`config.mk`:
```
export PLATFORM = sky130hd
export DESIGN_NAME = dpc_ctrl
export DESIGN_NICKNAME = d
export VERILOG_FILES = /design/src/rtl/dpc_sync2.v /design/src/rtl/dpc_ctrl.v
export VERILOG_INCLUDE_DIRS = /design/src /design/src/rtl
export SDC_FILE = /design/constraint.sdc
export NUM_CORES = 1
export LEC_CHECK = 0
export BUFFER_PORTS_ARGS = -buffer_cell sky130_fd_sc_hd__buf_2
export CORE_MARGIN = 3
export CORE_UTILIZATION = 35
export CTS_BUF_LIST = sky130_fd_sc_hd__clkbuf_8
export CTS_CLUSTER_SIZE = 40
export DETAILED_ROUTE_END_ITERATION = 8
export GPL_ROUTABILITY_DRIVEN = 0
export PLACE_DENSITY = 0.56
export SYNTH_ARGS = -nofsm -noshare
export SYNTH_HDL_FRONTEND = slang
export SYNTH_SLANG_ARGS = --single-unit
```
`constraint.sdc`:
```
create_clock -name pclk -period 3.87 [get_ports pclk]
set_input_delay 0.1935 -clock pclk [delete_from_list [all_inputs] [get_ports pclk]]
set_output_delay 0.1935 -clock pclk [all_outputs]
set_load 0.1 [all_outputs]
```
`src/rtl/dpc_defs.vh`:
```
// Constants for the strobe preamble/postamble controller.
// Assumes inclusion by bare name from rtl/ design files and the testbench.
`ifndef DPC_DEFS_VH
`define DPC_DEFS_VH

// ***********************************************
// APB register byte offsets
// ***********************************************
`define DPC_OFS_CFG 8'h00
`define DPC_OFS_CMD 8'h04
`define DPC_OFS_WDLO 8'h08
`define DPC_OFS_WDHI 8'h0C
`define DPC_OFS_STAT 8'h10

// ***********************************************
// Configuration register fields
// ***********************************************
`define DPC_CFG_WPRE2 0
`define DPC_CFG_RPRE2 1
`define DPC_CFG_CRC 2
`define DPC_CFG_FAST 3
`define DPC_CFG_MPR 4
`define DPC_CFG_ALT 5
`define DPC_CFG_WRSTD 6
`define DPC_CFG_CWL_LO 8
`define DPC_CFG_CWL_HI 12
`define DPC_CFG_CWP_LO 16
`define DPC_CFG_CWP_HI 18
`define DPC_CFG_CW2_LO 20
`define DPC_CFG_CW2_HI 22
`define DPC_CFG_WR_LO 24
`define DPC_CFG_WR_HI 26
`define DPC_CFG_RST 32'h0000_0900

// ***********************************************
// Command register fields and opcodes
// ***********************************************
`define DPC_CMD_OP_LO 0
`define DPC_CMD_OP_HI 1
`define DPC_CMD_MR_LO 4
`define DPC_CMD_MR_HI 6
`define DPC_CMD_VAL_LO 8
`define DPC_CMD_VAL_HI 24
`define DPC_CMD_BA_LO 28
`define DPC_CMD_BA_HI 29
`define DPC_CMD_BG_LO 30
`define DPC_CMD_BG_HI 31
`define DPC_OP_MRS 2'h0
`define DPC_OP_WR 2'h1
`define DPC_OP_RD 2'h2

// ***********************************************
// Status register fields
// ***********************************************
`define DPC_ST_BUSY 0
`define DPC_ST_TRAIN 1
`define DPC_ST_PREERR 2
`define DPC_ST_TRNERR 3
`define DPC_ST_STALL 4
`define DPC_ST_TMO 5
`define DPC_ST_MEAS_LO 8
`define DPC_ST_MEAS_HI 12
`define DPC_ST_BYTE_LO 16
`define DPC_ST_BYTE_HI 23

// ***********************************************
// Mode register numbers and overlaid bits
// ***********************************************
`define DPC_MR0 3'h0
`define DPC_MR2 3'h2
`define DPC_MR4 3'h4
`define DPC_MR4_WPRE 12
`define DPC_MR4_RPRE 11
`define DPC_MR4_TRAIN 10
`define DPC_MR2_CWL_LO 3
`define DPC_MR2_CWL_HI 5
`define DPC_MR0_WR_LO 9
`define DPC_MR0_WR_HI 11

// ***********************************************
// Command pin codes {ras_n, cas_n, we_n}
// ***********************************************
`define DPC_PIN_MRS 3'b000
`define DPC_PIN_WR 3'b100
`define DPC_PIN_RD 3'b101

// ***********************************************
// Timing in command clocks / strobe beats
// ***********************************************
`define DPC_CCD_MIN 4'h4
`define DPC_CCD_BAD5 4'h5
`define DPC_CCD_BAD6 4'h6
`define DPC_GAP_MAX 4'hF
`define DPC_CWL_PRE2_ADD 5'h02
`define DPC_BEATS 7'h08
`define DPC_MRS_WAIT_CK 8'h18
`define DPC_SDO_CK 8'h20
`define DPC_RD_TMO 8'hFF

`endif

```
`src/rtl/dpc_sync2.v`:
```
// Two-flop synchroniser for a bus of independent pin levels.
// Assumes each bit is a slow level or is re-sampled by the reader.
`timescale 1ns/1ps
module dpc_sync2 #(
  parameter W = 1
) (
  input wire pclk,
  input wire presetn,
  input wire [W-1:0] d_i,
  output wire [W-1:0] q_o
);
  reg [W-1:0] s1_r;
  reg [W-1:0] s2_r;

  always @(posedge pclk or negedge presetn) begin
    if (!presetn) begin
      s1_r <= {W{1'b0}};
      s2_r <= {W{1'b0}};
    end else begin
      s1_r <= d_i;
      s2_r <= s1_r;
    end
  end

  assign q_o = s2_r;
endmodule

```
`src/rtl/dpc_ctrl.v`:
```
// Host controller for DRAM strobe preamble/postamble modes, APB slave.
// Assumes one DRAM on the pins; command clock is pclk divided by two.
// Function
// RQ1 - Write and read preamble lengths, one or two clocks, chosen independently.
// RQ2 - Two-clock preamble only allowed when the fast-rate bit is set.
// RQ3 - Two-clock read, or write without CRC: never space columns by 5.
// RQ4 - Two-clock write with CRC: never space column commands by 6 clocks.
// RQ5 - Mode register 4 bit 12 selects write preamble length.
// RQ6 - Two-clock write preamble raises primary write latency; alternate unchanged.
// RQ7 - Write latency code placed in mode register 2 bits 5:3.
// RQ8 - Optional extra clock of write recovery in two-clock write mode.
// RQ9 - Mode register 4 bit 11 selects read preamble length.
// RQ10 - Read preamble training only allowed in multipurpose register mode.
// RQ11 - Training entered and left by mode register 4 bit 10.
// RQ12 - Device drives strobes valid within settle time; host waits for it.
// RQ13 - Device holds strobe low until page 0 register read, then toggles.
// RQ14 - Write postamble is half a clock for either preamble length.
// RQ15 - Device read postamble is half a clock for either preamble.
// RQ16 - Strobe driven low one or two clocks before first data edge.
//
// Implementation choices: the APB slave port and the placing of the registers.
`timescale 1ns/1ps
`include "dpc_defs.vh"
module dpc_ctrl #(
  parameter MRS_WAIT_CK = `DPC_MRS_WAIT_CK,
  parameter SDO_CK = `DPC_SDO_CK,
  parameter RD_TMO = `DPC_RD_TMO
) (
  input wire pclk,
  input wire presetn,
  input wire psel,
  input wire penable,
  input wire pwrite,
  input wire [7:0] paddr,
  input wire [31:0] pwdata,
  output reg [31:0] prdata,
  output wire pready,
  output wire pslverr,
  output wire ck_t_o,
  output wire ck_c_o,
  output reg cs_n_o,
  output wire act_n_o,
  output reg ras_n_o,
  output reg cas_n_o,
  output reg we_n_o,
  output reg [1:0] bg_o,
  output reg [1:0] ba_o,
  output reg [16:0] addr_o,
  output reg [7:0] dq_o,
  output reg dq_oe,
  input wire [7:0] dq_i,
  output reg dqs_t_o,
  output reg dqs_c_o,
  output reg dqs_oe,
  input wire dqs_t_i,
  input wire dqs_c_i
);
  // ***********************************************
  // States
  // ***********************************************
  localparam S_IDLE = 3'h0;
  localparam S_MRS = 3'h1;
  localparam S_COL = 3'h2;
  localparam S_WAIT = 3'h3;
  localparam S_WR = 3'h4;
  localparam S_RD = 3'h5;

  reg [2:0] state_r;
  reg ck_r;
  reg [31:0] cfg_r;
  reg [31:0] cmd_r;
  reg [31:0] wdlo_r;
  reg [31:0] wdhi_r;
  reg [5:0] st_r;
  reg [4:0] meas_r;
  reg [7:0] rbyte_r;
  reg [3:0] gap_r;
  reg [7:0] wait_r;
  reg [6:0] wcnt_r;
  reg [7:0] rcnt_r;
  reg [4:0] lowrun_r;
  reg dqs_prev_r;
  reg train_r;
  wire [1:0] dqs_s;
  wire [7:0] dq_s;

  dpc_sync2 #(.W(2)) u_sync_dqs (
    .pclk(pclk),
    .presetn(presetn),
    .d_i({dqs_c_i, dqs_t_i}),
    .q_o(dqs_s)
  );

  dpc_sync2 #(.W(8)) u_sync_dq (
    .pclk(pclk),
    .presetn(presetn),
    .d_i(dq_i),
    .q_o(dq_s)
  );

  // ***********************************************
  // Mode decode
  // ***********************************************
  wire fast = cfg_r[`DPC_CFG_FAST];
  wire wpre2 = cfg_r[`DPC_CFG_WPRE2] & fast; // see RQ1 see RQ2
  wire rpre2 = cfg_r[`DPC_CFG_RPRE2] & fast; // see RQ1 see RQ2
  wire crc_en = cfg_r[`DPC_CFG_CRC];
  wire prim_up = wpre2 & ~cfg_r[`DPC_CFG_ALT];
  // Primary latency value grows in two-clock mode; alternate does not
  wire [4:0] cwl_eff = cfg_r[`DPC_CFG_CWL_HI:`DPC_CFG_CWL_LO] +
                       (prim_up ? `DPC_CWL_PRE2_ADD : 5'h00); // see RQ6
  wire [2:0] cwl_code = prim_up ? cfg_r[`DPC_CFG_CW2_HI:`DPC_CFG_CW2_LO] :
                        cfg_r[`DPC_CFG_CWP_HI:`DPC_CFG_CWP_LO];
  wire [2:0] wr_code = cfg_r[`DPC_CFG_WR_HI:`DPC_CFG_WR_LO] +
                       {2'b00, wpre2 & cfg_r[`DPC_CFG_WRSTD]}; // see RQ8
  wire bad5 = rpre2 | (wpre2 & ~crc_en); // see RQ3
  wire bad6 = wpre2 & crc_en; // see RQ4
  wire cas_ok = (gap_r >= `DPC_CCD_MIN) &&
                !(bad5 && gap_r == `DPC_CCD_BAD5) &&
                !(bad6 && gap_r == `DPC_CCD_BAD6);

  wire [1:0] op = cmd_r[`DPC_CMD_OP_HI:`DPC_CMD_OP_LO];
  wire [2:0] mr = cmd_r[`DPC_CMD_MR_HI:`DPC_CMD_MR_LO];
  wire [16:0] mval = cmd_r[`DPC_CMD_VAL_HI:`DPC_CMD_VAL_LO];
  wire train_req = mval[`DPC_MR4_TRAIN];
  wire train_ok = cfg_r[`DPC_CFG_MPR]; // see RQ10
  reg [16:0] mr_word;

  always @* begin
    mr_word = mval;
    if (mr == `DPC_MR4) begin
      mr_word[`DPC_MR4_WPRE] = wpre2; // see RQ5
      mr_word[`DPC_MR4_RPRE] = rpre2; // see RQ9
      mr_word[`DPC_MR4_TRAIN] = train_req & train_ok; // see RQ11
    end else if (mr == `DPC_MR2) begin
      mr_word[`DPC_MR2_CWL_HI:`DPC_MR2_CWL_LO] = cwl_code; // see RQ7
    end else if (mr == `DPC_MR0) begin
      mr_word[`DPC_MR0_WR_HI:`DPC_MR0_WR_LO] = wr_code; // see RQ8
    end
  end

  // ***********************************************
  // APB slave, zero wait states
  // ***********************************************
  wire busy = (state_r != S_IDLE);
  wire acc = psel & penable;
  wire wr_acc = acc & pwrite;
  wire hit = (paddr == `DPC_OFS_CFG) || (paddr == `DPC_OFS_CMD) ||
             (paddr == `DPC_OFS_WDLO) || (paddr == `DPC_OFS_WDHI) ||
             (paddr == `DPC_OFS_STAT);
  // A command posted while busy is dropped and flagged as an error
  wire cmd_wr = wr_acc & (paddr == `DPC_OFS_CMD);
  assign pready = 1'b1;
  assign pslverr = acc & (~hit | (cmd_wr & busy));

  always @* begin
    case (paddr)
      `DPC_OFS_CFG: prdata = cfg_r;
      `DPC_OFS_CMD: prdata = cmd_r;
      `DPC_OFS_WDLO: prdata = wdlo_r;
      `DPC_OFS_WDHI: prdata = wdhi_r;
      `DPC_OFS_STAT: prdata = {8'h00, rbyte_r, 3'b000, meas_r, 2'b00, st_r[5:2],
                               train_r, busy};
      default: prdata = 32'h0000_0000;
    endcase
  end

  // ***********************************************
  // Command clock and sequencer
  // ***********************************************
  // Pins change when ck is high so they are stable across the next rise
  wire ce = ck_r;
  assign ck_t_o = ck_r;
  assign ck_c_o = ~ck_r;
  assign act_n_o = 1'b1;

  wire [6:0] d0 = {cwl_eff, 1'b0} + 7'h01;
  wire [6:0] pre_st = d0 - (wpre2 ? 7'h04 : 7'h02); // see RQ16
  wire [6:0] beat = wcnt_r - d0;
  wire in_pre = (wcnt_r >= pre_st) && (wcnt_r < d0);
  wire in_dat = (wcnt_r >= d0) && (wcnt_r < d0 + `DPC_BEATS);
  wire in_post = (wcnt_r == d0 + `DPC_BEATS);
  wire [63:0] wdat = {wdhi_r, wdlo_r};
  wire rise = dqs_s[0] & ~dqs_prev_r;
  reg [5:0] set_v;
  reg [5:0] clr_v;

  always @* begin
    set_v = 6'h00;
    clr_v = 6'h00;
    if (wr_acc && paddr == `DPC_OFS_STAT)
      clr_v = pwdata[5:0];
    if (wr_acc && paddr == `DPC_OFS_CFG && !pwdata[`DPC_CFG_FAST] &&
        (pwdata[`DPC_CFG_WPRE2] | pwdata[`DPC_CFG_RPRE2]))
      set_v[`DPC_ST_PREERR] = 1'b1; // see RQ2
    if (state_r == S_MRS && ce && mr == `DPC_MR4 && train_req && !train_ok)
      set_v[`DPC_ST_TRNERR] = 1'b1; // see RQ10
    if (state_r == S_COL && ce && !cas_ok && gap_r >= `DPC_CCD_MIN)
      set_v[`DPC_ST_STALL] = 1'b1;
    if (state_r == S_RD && !rise && rcnt_r == RD_TMO[7:0])
      set_v[`DPC_ST_TMO] = 1'b1;
  end

  always @(posedge pclk or negedge presetn) begin
    if (!presetn) begin
      state_r <= S_IDLE;
      ck_r <= 1'b0;
      cfg_r <= `DPC_CFG_RST;
      cmd_r <= 32'h0000_0000;
      wdlo_r <= 32'h0000_0000;
      wdhi_r <= 32'h0000_0000;
      st_r <= 6'h00;
      meas_r <= 5'h00;
      rbyte_r <= 8'h00;
      gap_r <= `DPC_GAP_MAX;
      wait_r <= 8'h00;
      wcnt_r <= 7'h00;
      rcnt_r <= 8'h00;
      lowrun_r <= 5'h00;
      dqs_prev_r <= 1'b0;
      train_r <= 1'b0;
      cs_n_o <= 1'b1;
      ras_n_o <= 1'b1;
      cas_n_o <= 1'b1;
      we_n_o <= 1'b1;
      bg_o <= 2'h0;
      ba_o <= 2'h0;
      addr_o <= 17'h00000;
      dq_o <= 8'hFF;
      dq_oe <= 1'b0;
      dqs_t_o <= 1'b0;
      dqs_c_o <= 1'b1;
      dqs_oe <= 1'b0;
    end else begin
      ck_r <= ~ck_r;
      dqs_prev_r <= dqs_s[0];
      st_r <= (st_r & ~clr_v) | set_v;
      if (wr_acc && paddr == `DPC_OFS_CFG)
        cfg_r <= pwdata;
      if (wr_acc && paddr == `DPC_OFS_WDLO)
        wdlo_r <= pwdata;
      if (wr_acc && paddr == `DPC_OFS_WDHI)
        wdhi_r <= pwdata;
      if (ce) begin
        cs_n_o <= 1'b1;
        if (gap_r != `DPC_GAP_MAX)
          gap_r <= gap_r + 4'h1;
      end
      case (state_r)
        S_IDLE: begin
          if (cmd_wr) begin
            cmd_r <= pwdata;
            state_r <= (pwdata[`DPC_CMD_OP_HI:`DPC_CMD_OP_LO] == `DPC_OP_MRS) ?
                       S_MRS : S_COL;
          end
        end
        S_MRS: begin
          if (ce) begin
            cs_n_o <= 1'b0;
            {ras_n_o, cas_n_o, we_n_o} <= `DPC_PIN_MRS;
            bg_o <= {1'b0, mr[2]};
            ba_o <= mr[1:0];
            addr_o <= mr_word;
            if (mr == `DPC_MR4) begin
              train_r <= train_req & train_ok; // see RQ11
              // Strobes need settle time after training entry
              wait_r <= (train_req & train_ok) ? SDO_CK[7:0] : MRS_WAIT_CK[7:0]; // see RQ12
            end else begin
              wait_r <= MRS_WAIT_CK[7:0];
            end
            state_r <= S_WAIT;
          end
        end
        S_WAIT: begin
          if (ce) begin
            if (wait_r == 8'h00)
              state_r <= S_IDLE;
            else
              wait_r <= wait_r - 8'h01;
          end
        end
        S_COL: begin
          if (ce && cas_ok) begin
            cs_n_o <= 1'b0;
            {ras_n_o, cas_n_o, we_n_o} <= (op == `DPC_OP_WR) ? `DPC_PIN_WR :
                                          `DPC_PIN_RD;
            bg_o <= cmd_r[`DPC_CMD_BG_HI:`DPC_CMD_BG_LO];
            ba_o <= cmd_r[`DPC_CMD_BA_HI:`DPC_CMD_BA_LO];
            addr_o <= mval;
            gap_r <= 4'h1; // see RQ3 see RQ4
            wcnt_r <= 7'h00;
            rcnt_r <= 8'h00;
            lowrun_r <= 5'h00;
            state_r <= (op == `DPC_OP_WR) ? S_WR : S_RD;
          end
        end
        S_WR: begin
          wcnt_r <= wcnt_r + 7'h01;
          dqs_oe <= in_pre | in_dat | in_post;
          dq_oe <= in_dat;
          dq_o <= in_dat ? wdat[{beat[2:0], 3'b000} +: 8] : 8'hFF;
          if (in_dat) begin
            dqs_t_o <= ~beat[0];
            dqs_c_o <= beat[0];
          end else begin
            // Preamble and half-clock postamble both hold the strobe low
            dqs_t_o <= 1'b0; // see RQ14 see RQ16
            dqs_c_o <= 1'b1;
          end
          // One edge past the postamble so the strobe enable drops again
          if (wcnt_r == d0 + `DPC_BEATS + 7'h01)
            state_r <= S_IDLE;
        end
        S_RD: begin
          rcnt_r <= rcnt_r + 8'h01;
          // Low time before the first rise reports the received preamble
          if (!dqs_s[0] && dqs_s[1] && lowrun_r != 5'h1F)
            lowrun_r <= lowrun_r + 5'h01; // see RQ13
          if (rise) begin
            meas_r <= lowrun_r;
            rbyte_r <= dq_s;
            state_r <= S_IDLE;
          end else if (rcnt_r == RD_TMO[7:0]) begin
            state_r <= S_IDLE;
          end
        end
        default: state_r <= S_IDLE;
      endcase
    end
  end
endmodule

```
==> summary.txt <==
Critical path
  – Data arrival, critical path: 3980 ps
  – Worst path required time: 4300 ps
  – Register-to-register setup slack: 320 ps
  – Setup CP Type: register to register
  – Crit path top cell by count: ha_1
  – Slowest-stage cell, CP: dfrtp_1
  – Crit-path cells: nand4b_1 > inv_1 > ha_1 > xnor2_1 > inv_1 > ha_1 > xnor3_1 > ha_1 > nand4_1 > o22ai_1 > nor2_1 > o21ai_1 > nand2_1 > o22a_1
  – Crit-path max cell delay: 480 ps
  – Crit. End Element: register
  – CP Max Fanout: 9
  – CP startpoint kind: register

Timing
  – F_max: 0.282 GHz
  – Skew final: 30.0 ps
  – Final setup viols: 0
  – Tmin final: 3550 ps
  – Slew Limit Fails: 0
  – Slew HR: 46.3%
  – Least-Margin Pin Slew: 806 ps
  – Hold Vio Cnt, Final: 0
  – Period utilization: 91.7%
  – Post-route setup TNS: 0 ps
  – RSZ-0062 raised after global routing: false

Clock tree
  – Root Driver: clkbuf_8
  – CTS hold repair buffers: 44
  – CTS resizes: 0
  – Number of clock sinks: 240
  – Clock Tree Buf Depth: 3
  – CTS tree: yes
  – Worst skew pair latency: 570 ps
  – CTS clk-pin slew, worst paths: 60 ps
  – Num CTS Buffers: 43
  – H-tree levels: 2
  – Postcts setup bufs: 0

Status
  – Status: finished clean

Logic synthesis
  – Synth area leader: dfrtp_1
  – Post-synthesis async set-or-reset flop share: 100%
  – Top cell type's share of synthesized area: 46.6%
  – Fraction of the yosys area taken by sequential cells: 50.8%
  – Mux share of post-synthesis cell area: 20.4%
  – Largest family of logic cells by synthesized area: multiplexers
  – Synth Area per Inst: 11.7 µm²
  – Yosys cell types: 66
  – Ranking of synthesized cells by area: dfrtp_1 (47%), mux2_2 (11%), dfstp_2 (4.2%)
  – Cell count after synthesis: 1017
  – Top-count cell post-synth: dfrtp_1
  – XOR/XNOR Fraction of Synth Area: 2.61%
  – Simple-Gate Fraction of Synth Area: 9.32%
  – Commonest cells post-synth: dfrtp_1 (221), mux2_2 (121), nand2_1 (89), o21ai_0 (64), nor2_1 (53)
  – Synth Cell Area: 11900 µm²
  – Post-synthesis adder-cell area fraction: 3.44%
  – Dominant synthesized flop cell: dfrtp_1
  – Synthesis Warnings: 0
  – Number of synthesized flops with an enable pin: 0
  – Register bit total from synthesis: 240
  – Compound-Gate Fraction of Synth Area: 10.0%

Floorplan
  – Rows: 66
  – Die Height: 190 µm
  – Ports: 129
  – Die area: 36100 µm²
  – Core area: 32900 µm²
  – Die width: 190 µm
  – Initial Util: 36.0%

Global routing
  – Largest net degree at the start of global routing: 100
  – Vias in the first global route: 8961
  – Antenna violations before repair: 0
  – Grt total ovfl: 0
  – Total track usage: 19.3%
  – First-pass GRT wire length: 54.2 mm

Min path
  – HP Class: primary input to async pin

Finish
  – Layout overhead on the synthesized area: 21.4%
  – Fin nets: 1284
  – Antenna diodes: 0
  – Proportion of layout cells with a drive suffix above 1: 31.7%
  – Non-Filler Instances: 1671

Placement
  – Post-DP HPWL: 25.1 mm
  – Port-buffer cells: 126
  – Placed cell count: 1550

Routing
  – 1st-iter DRT viols: 640
  – TritonRoute pass-1 iters: 5
  – DRT antenna net count: 0
  – Vias post-DR: 8754
  – DR WL/cell: 20.8 µm
  – Via/cell ratio: 5.24
  – # DRC: 0
  – Drt total wl: 34.8 mm

Flow run
  – Max-Cap Viols: 0

Pwr
  – Leak pwr: 0.00726 µW
  – VDD IR max: 0.332 mV
  – Pwr dens: 573 nW/µm²
logic make-up after synthesis:
family | after synthesis
simple gates | 228
compound gates | 183
mux | 202
xor+xnor | 33
fa+ha+maj | 32
flops | 240
buf+inv | 98
other cells | 1
power breakdown:
part | internal (µW) | switching [µW]
logic | 742 | 1840
registers | 2850 | 252
clock network | 1440 | 1120
cell usage in the layout (no fill, tap or decap), types with 8 or more instances in the layout:
master | synthesis | final
mux2_1 | 33 | 33
mux2_2 | 121 | 121
nand4_1 | 8 | 8
mux4_2 | 16 | 16
clkinv_2 | 0 | 15
a222oi_1 | 18 | 18
ha_1 | 31 | 31
mux2i_1 | 32 | 32
o21ai_0 | 64 | 64
nand3_1 | 19 | 18
xor2_1 | 14 | 14
and3_1 | 14 | 14
dlygate4sd3_1 | 0 | 44
nor2_1 | 53 | 53
inv_1 | 38 | 41
buf_2 | 19 | 125
dfstp_2 | 19 | 19
a22oi_1 | 28 | 28
dfrtp_1 | 221 | 221
clkbuf_8 | 0 | 52
xnor2_1 | 17 | 17
a21oi_1 | 29 | 29
buf_4 | 3 | 19
nand2_1 | 89 | 89
registers in the layout (all words and copies together) (netlist names), 2 cells and up:
name / count
addr_o: 17
ba_o: 2
bg_o: 2
cfg_r: 32
cmd_r: 32
dq_o: 8
gap_r: 4
lowrun_r: 5
meas_r: 5
rbyte_r: 8
rcnt_r: 8
st_r: 4
state_r: 3
u_sync_dq.q_o: 8
u_sync_dq.s1_r: 8
u_sync_dqs.q_o: 2
u_sync_dqs.s1_r: 2
wait_r: 8
wcnt_r: 7
wdhi_r: 32
wdlo_r: 32
layout make-up:
class / count / area (µm²)
Fill cell: 3116 / 18500
Inverter: 40 / 150
Timing Repair Buffer: 192 / 1280
Tap cell: 442 / 553
Clock buffer: 52 / 716
Clock inverter: 25 / 218
Sequential cell: 240 / 6030
Multi-Input combinational cell: 680 / 5450
path summary, 6_finish.rpt:
kind                                                   from                           to  cells after the start
worst max-delay path                   cfg_r[3]$_DFFE_PN0P_           dqs_oe$_DFFE_PN0P_                     14
worst min register to register  u_sync_dq.s1_r[5]$_DFF_PN0_   u_sync_dq.q_o[5]$_DFF_PN0_                      0
min in group pclk                                   dq_i[7]  u_sync_dq.s1_r[7]$_DFF_PN0_                      2
worst max register to register         cfg_r[3]$_DFFE_PN0P_           dqs_oe$_DFFE_PN0P_                     14
worst min-delay path                                presetn        addr_o[0]$_DFFE_PN0P_                      2
max in group asynchronous                           presetn          dqs_c_o$_DFFE_PN1P_                      3
critical path, delay by kind of cell, from the launching register on:
kind | cells | cell delay [ps]
AO/OA/AOI/OAI | 3 | 540
flip-flops | 1 | 480
buffers and inverters | 2 | 280
AND/OR/NAND/NOR | 4 | 590
adder cells (fa/ha/maj) | 3 | 780
XOR/XNOR | 2 | 740
through the flow:
step	power, µW	hold WS (ps)	util, %	setup WS (ps)	instance area [µm²]
6_report	8250	253	43.7	323	14400
5_1_grt	8680	258	43.7	11.2	14400
4_1_cts	8350	245	43.7	356	14400
3_5_place_dp	5720	295	39.5	384	13000
3_3_place_gp	5690	292	39.5	541	13000
2_1_floorplan	5020	-102	-	725	11900
metal layers:
| layer | GRT usage, % | vias to the layer above | wire, µm |
|---|---|---|---|
| met2 | 32.6 | 237 | 17200 |
| met5 | 0 | - | 0 |
| met4 | 5.05 | 0 | 641 |
| met1 | 26.0 | 4420 | 15200 |
| li1 | - | 4050 | - |
| met3 | 3.24 | 47 | 1710 |
Note: power is estimated with default switching activity, not from simulation.
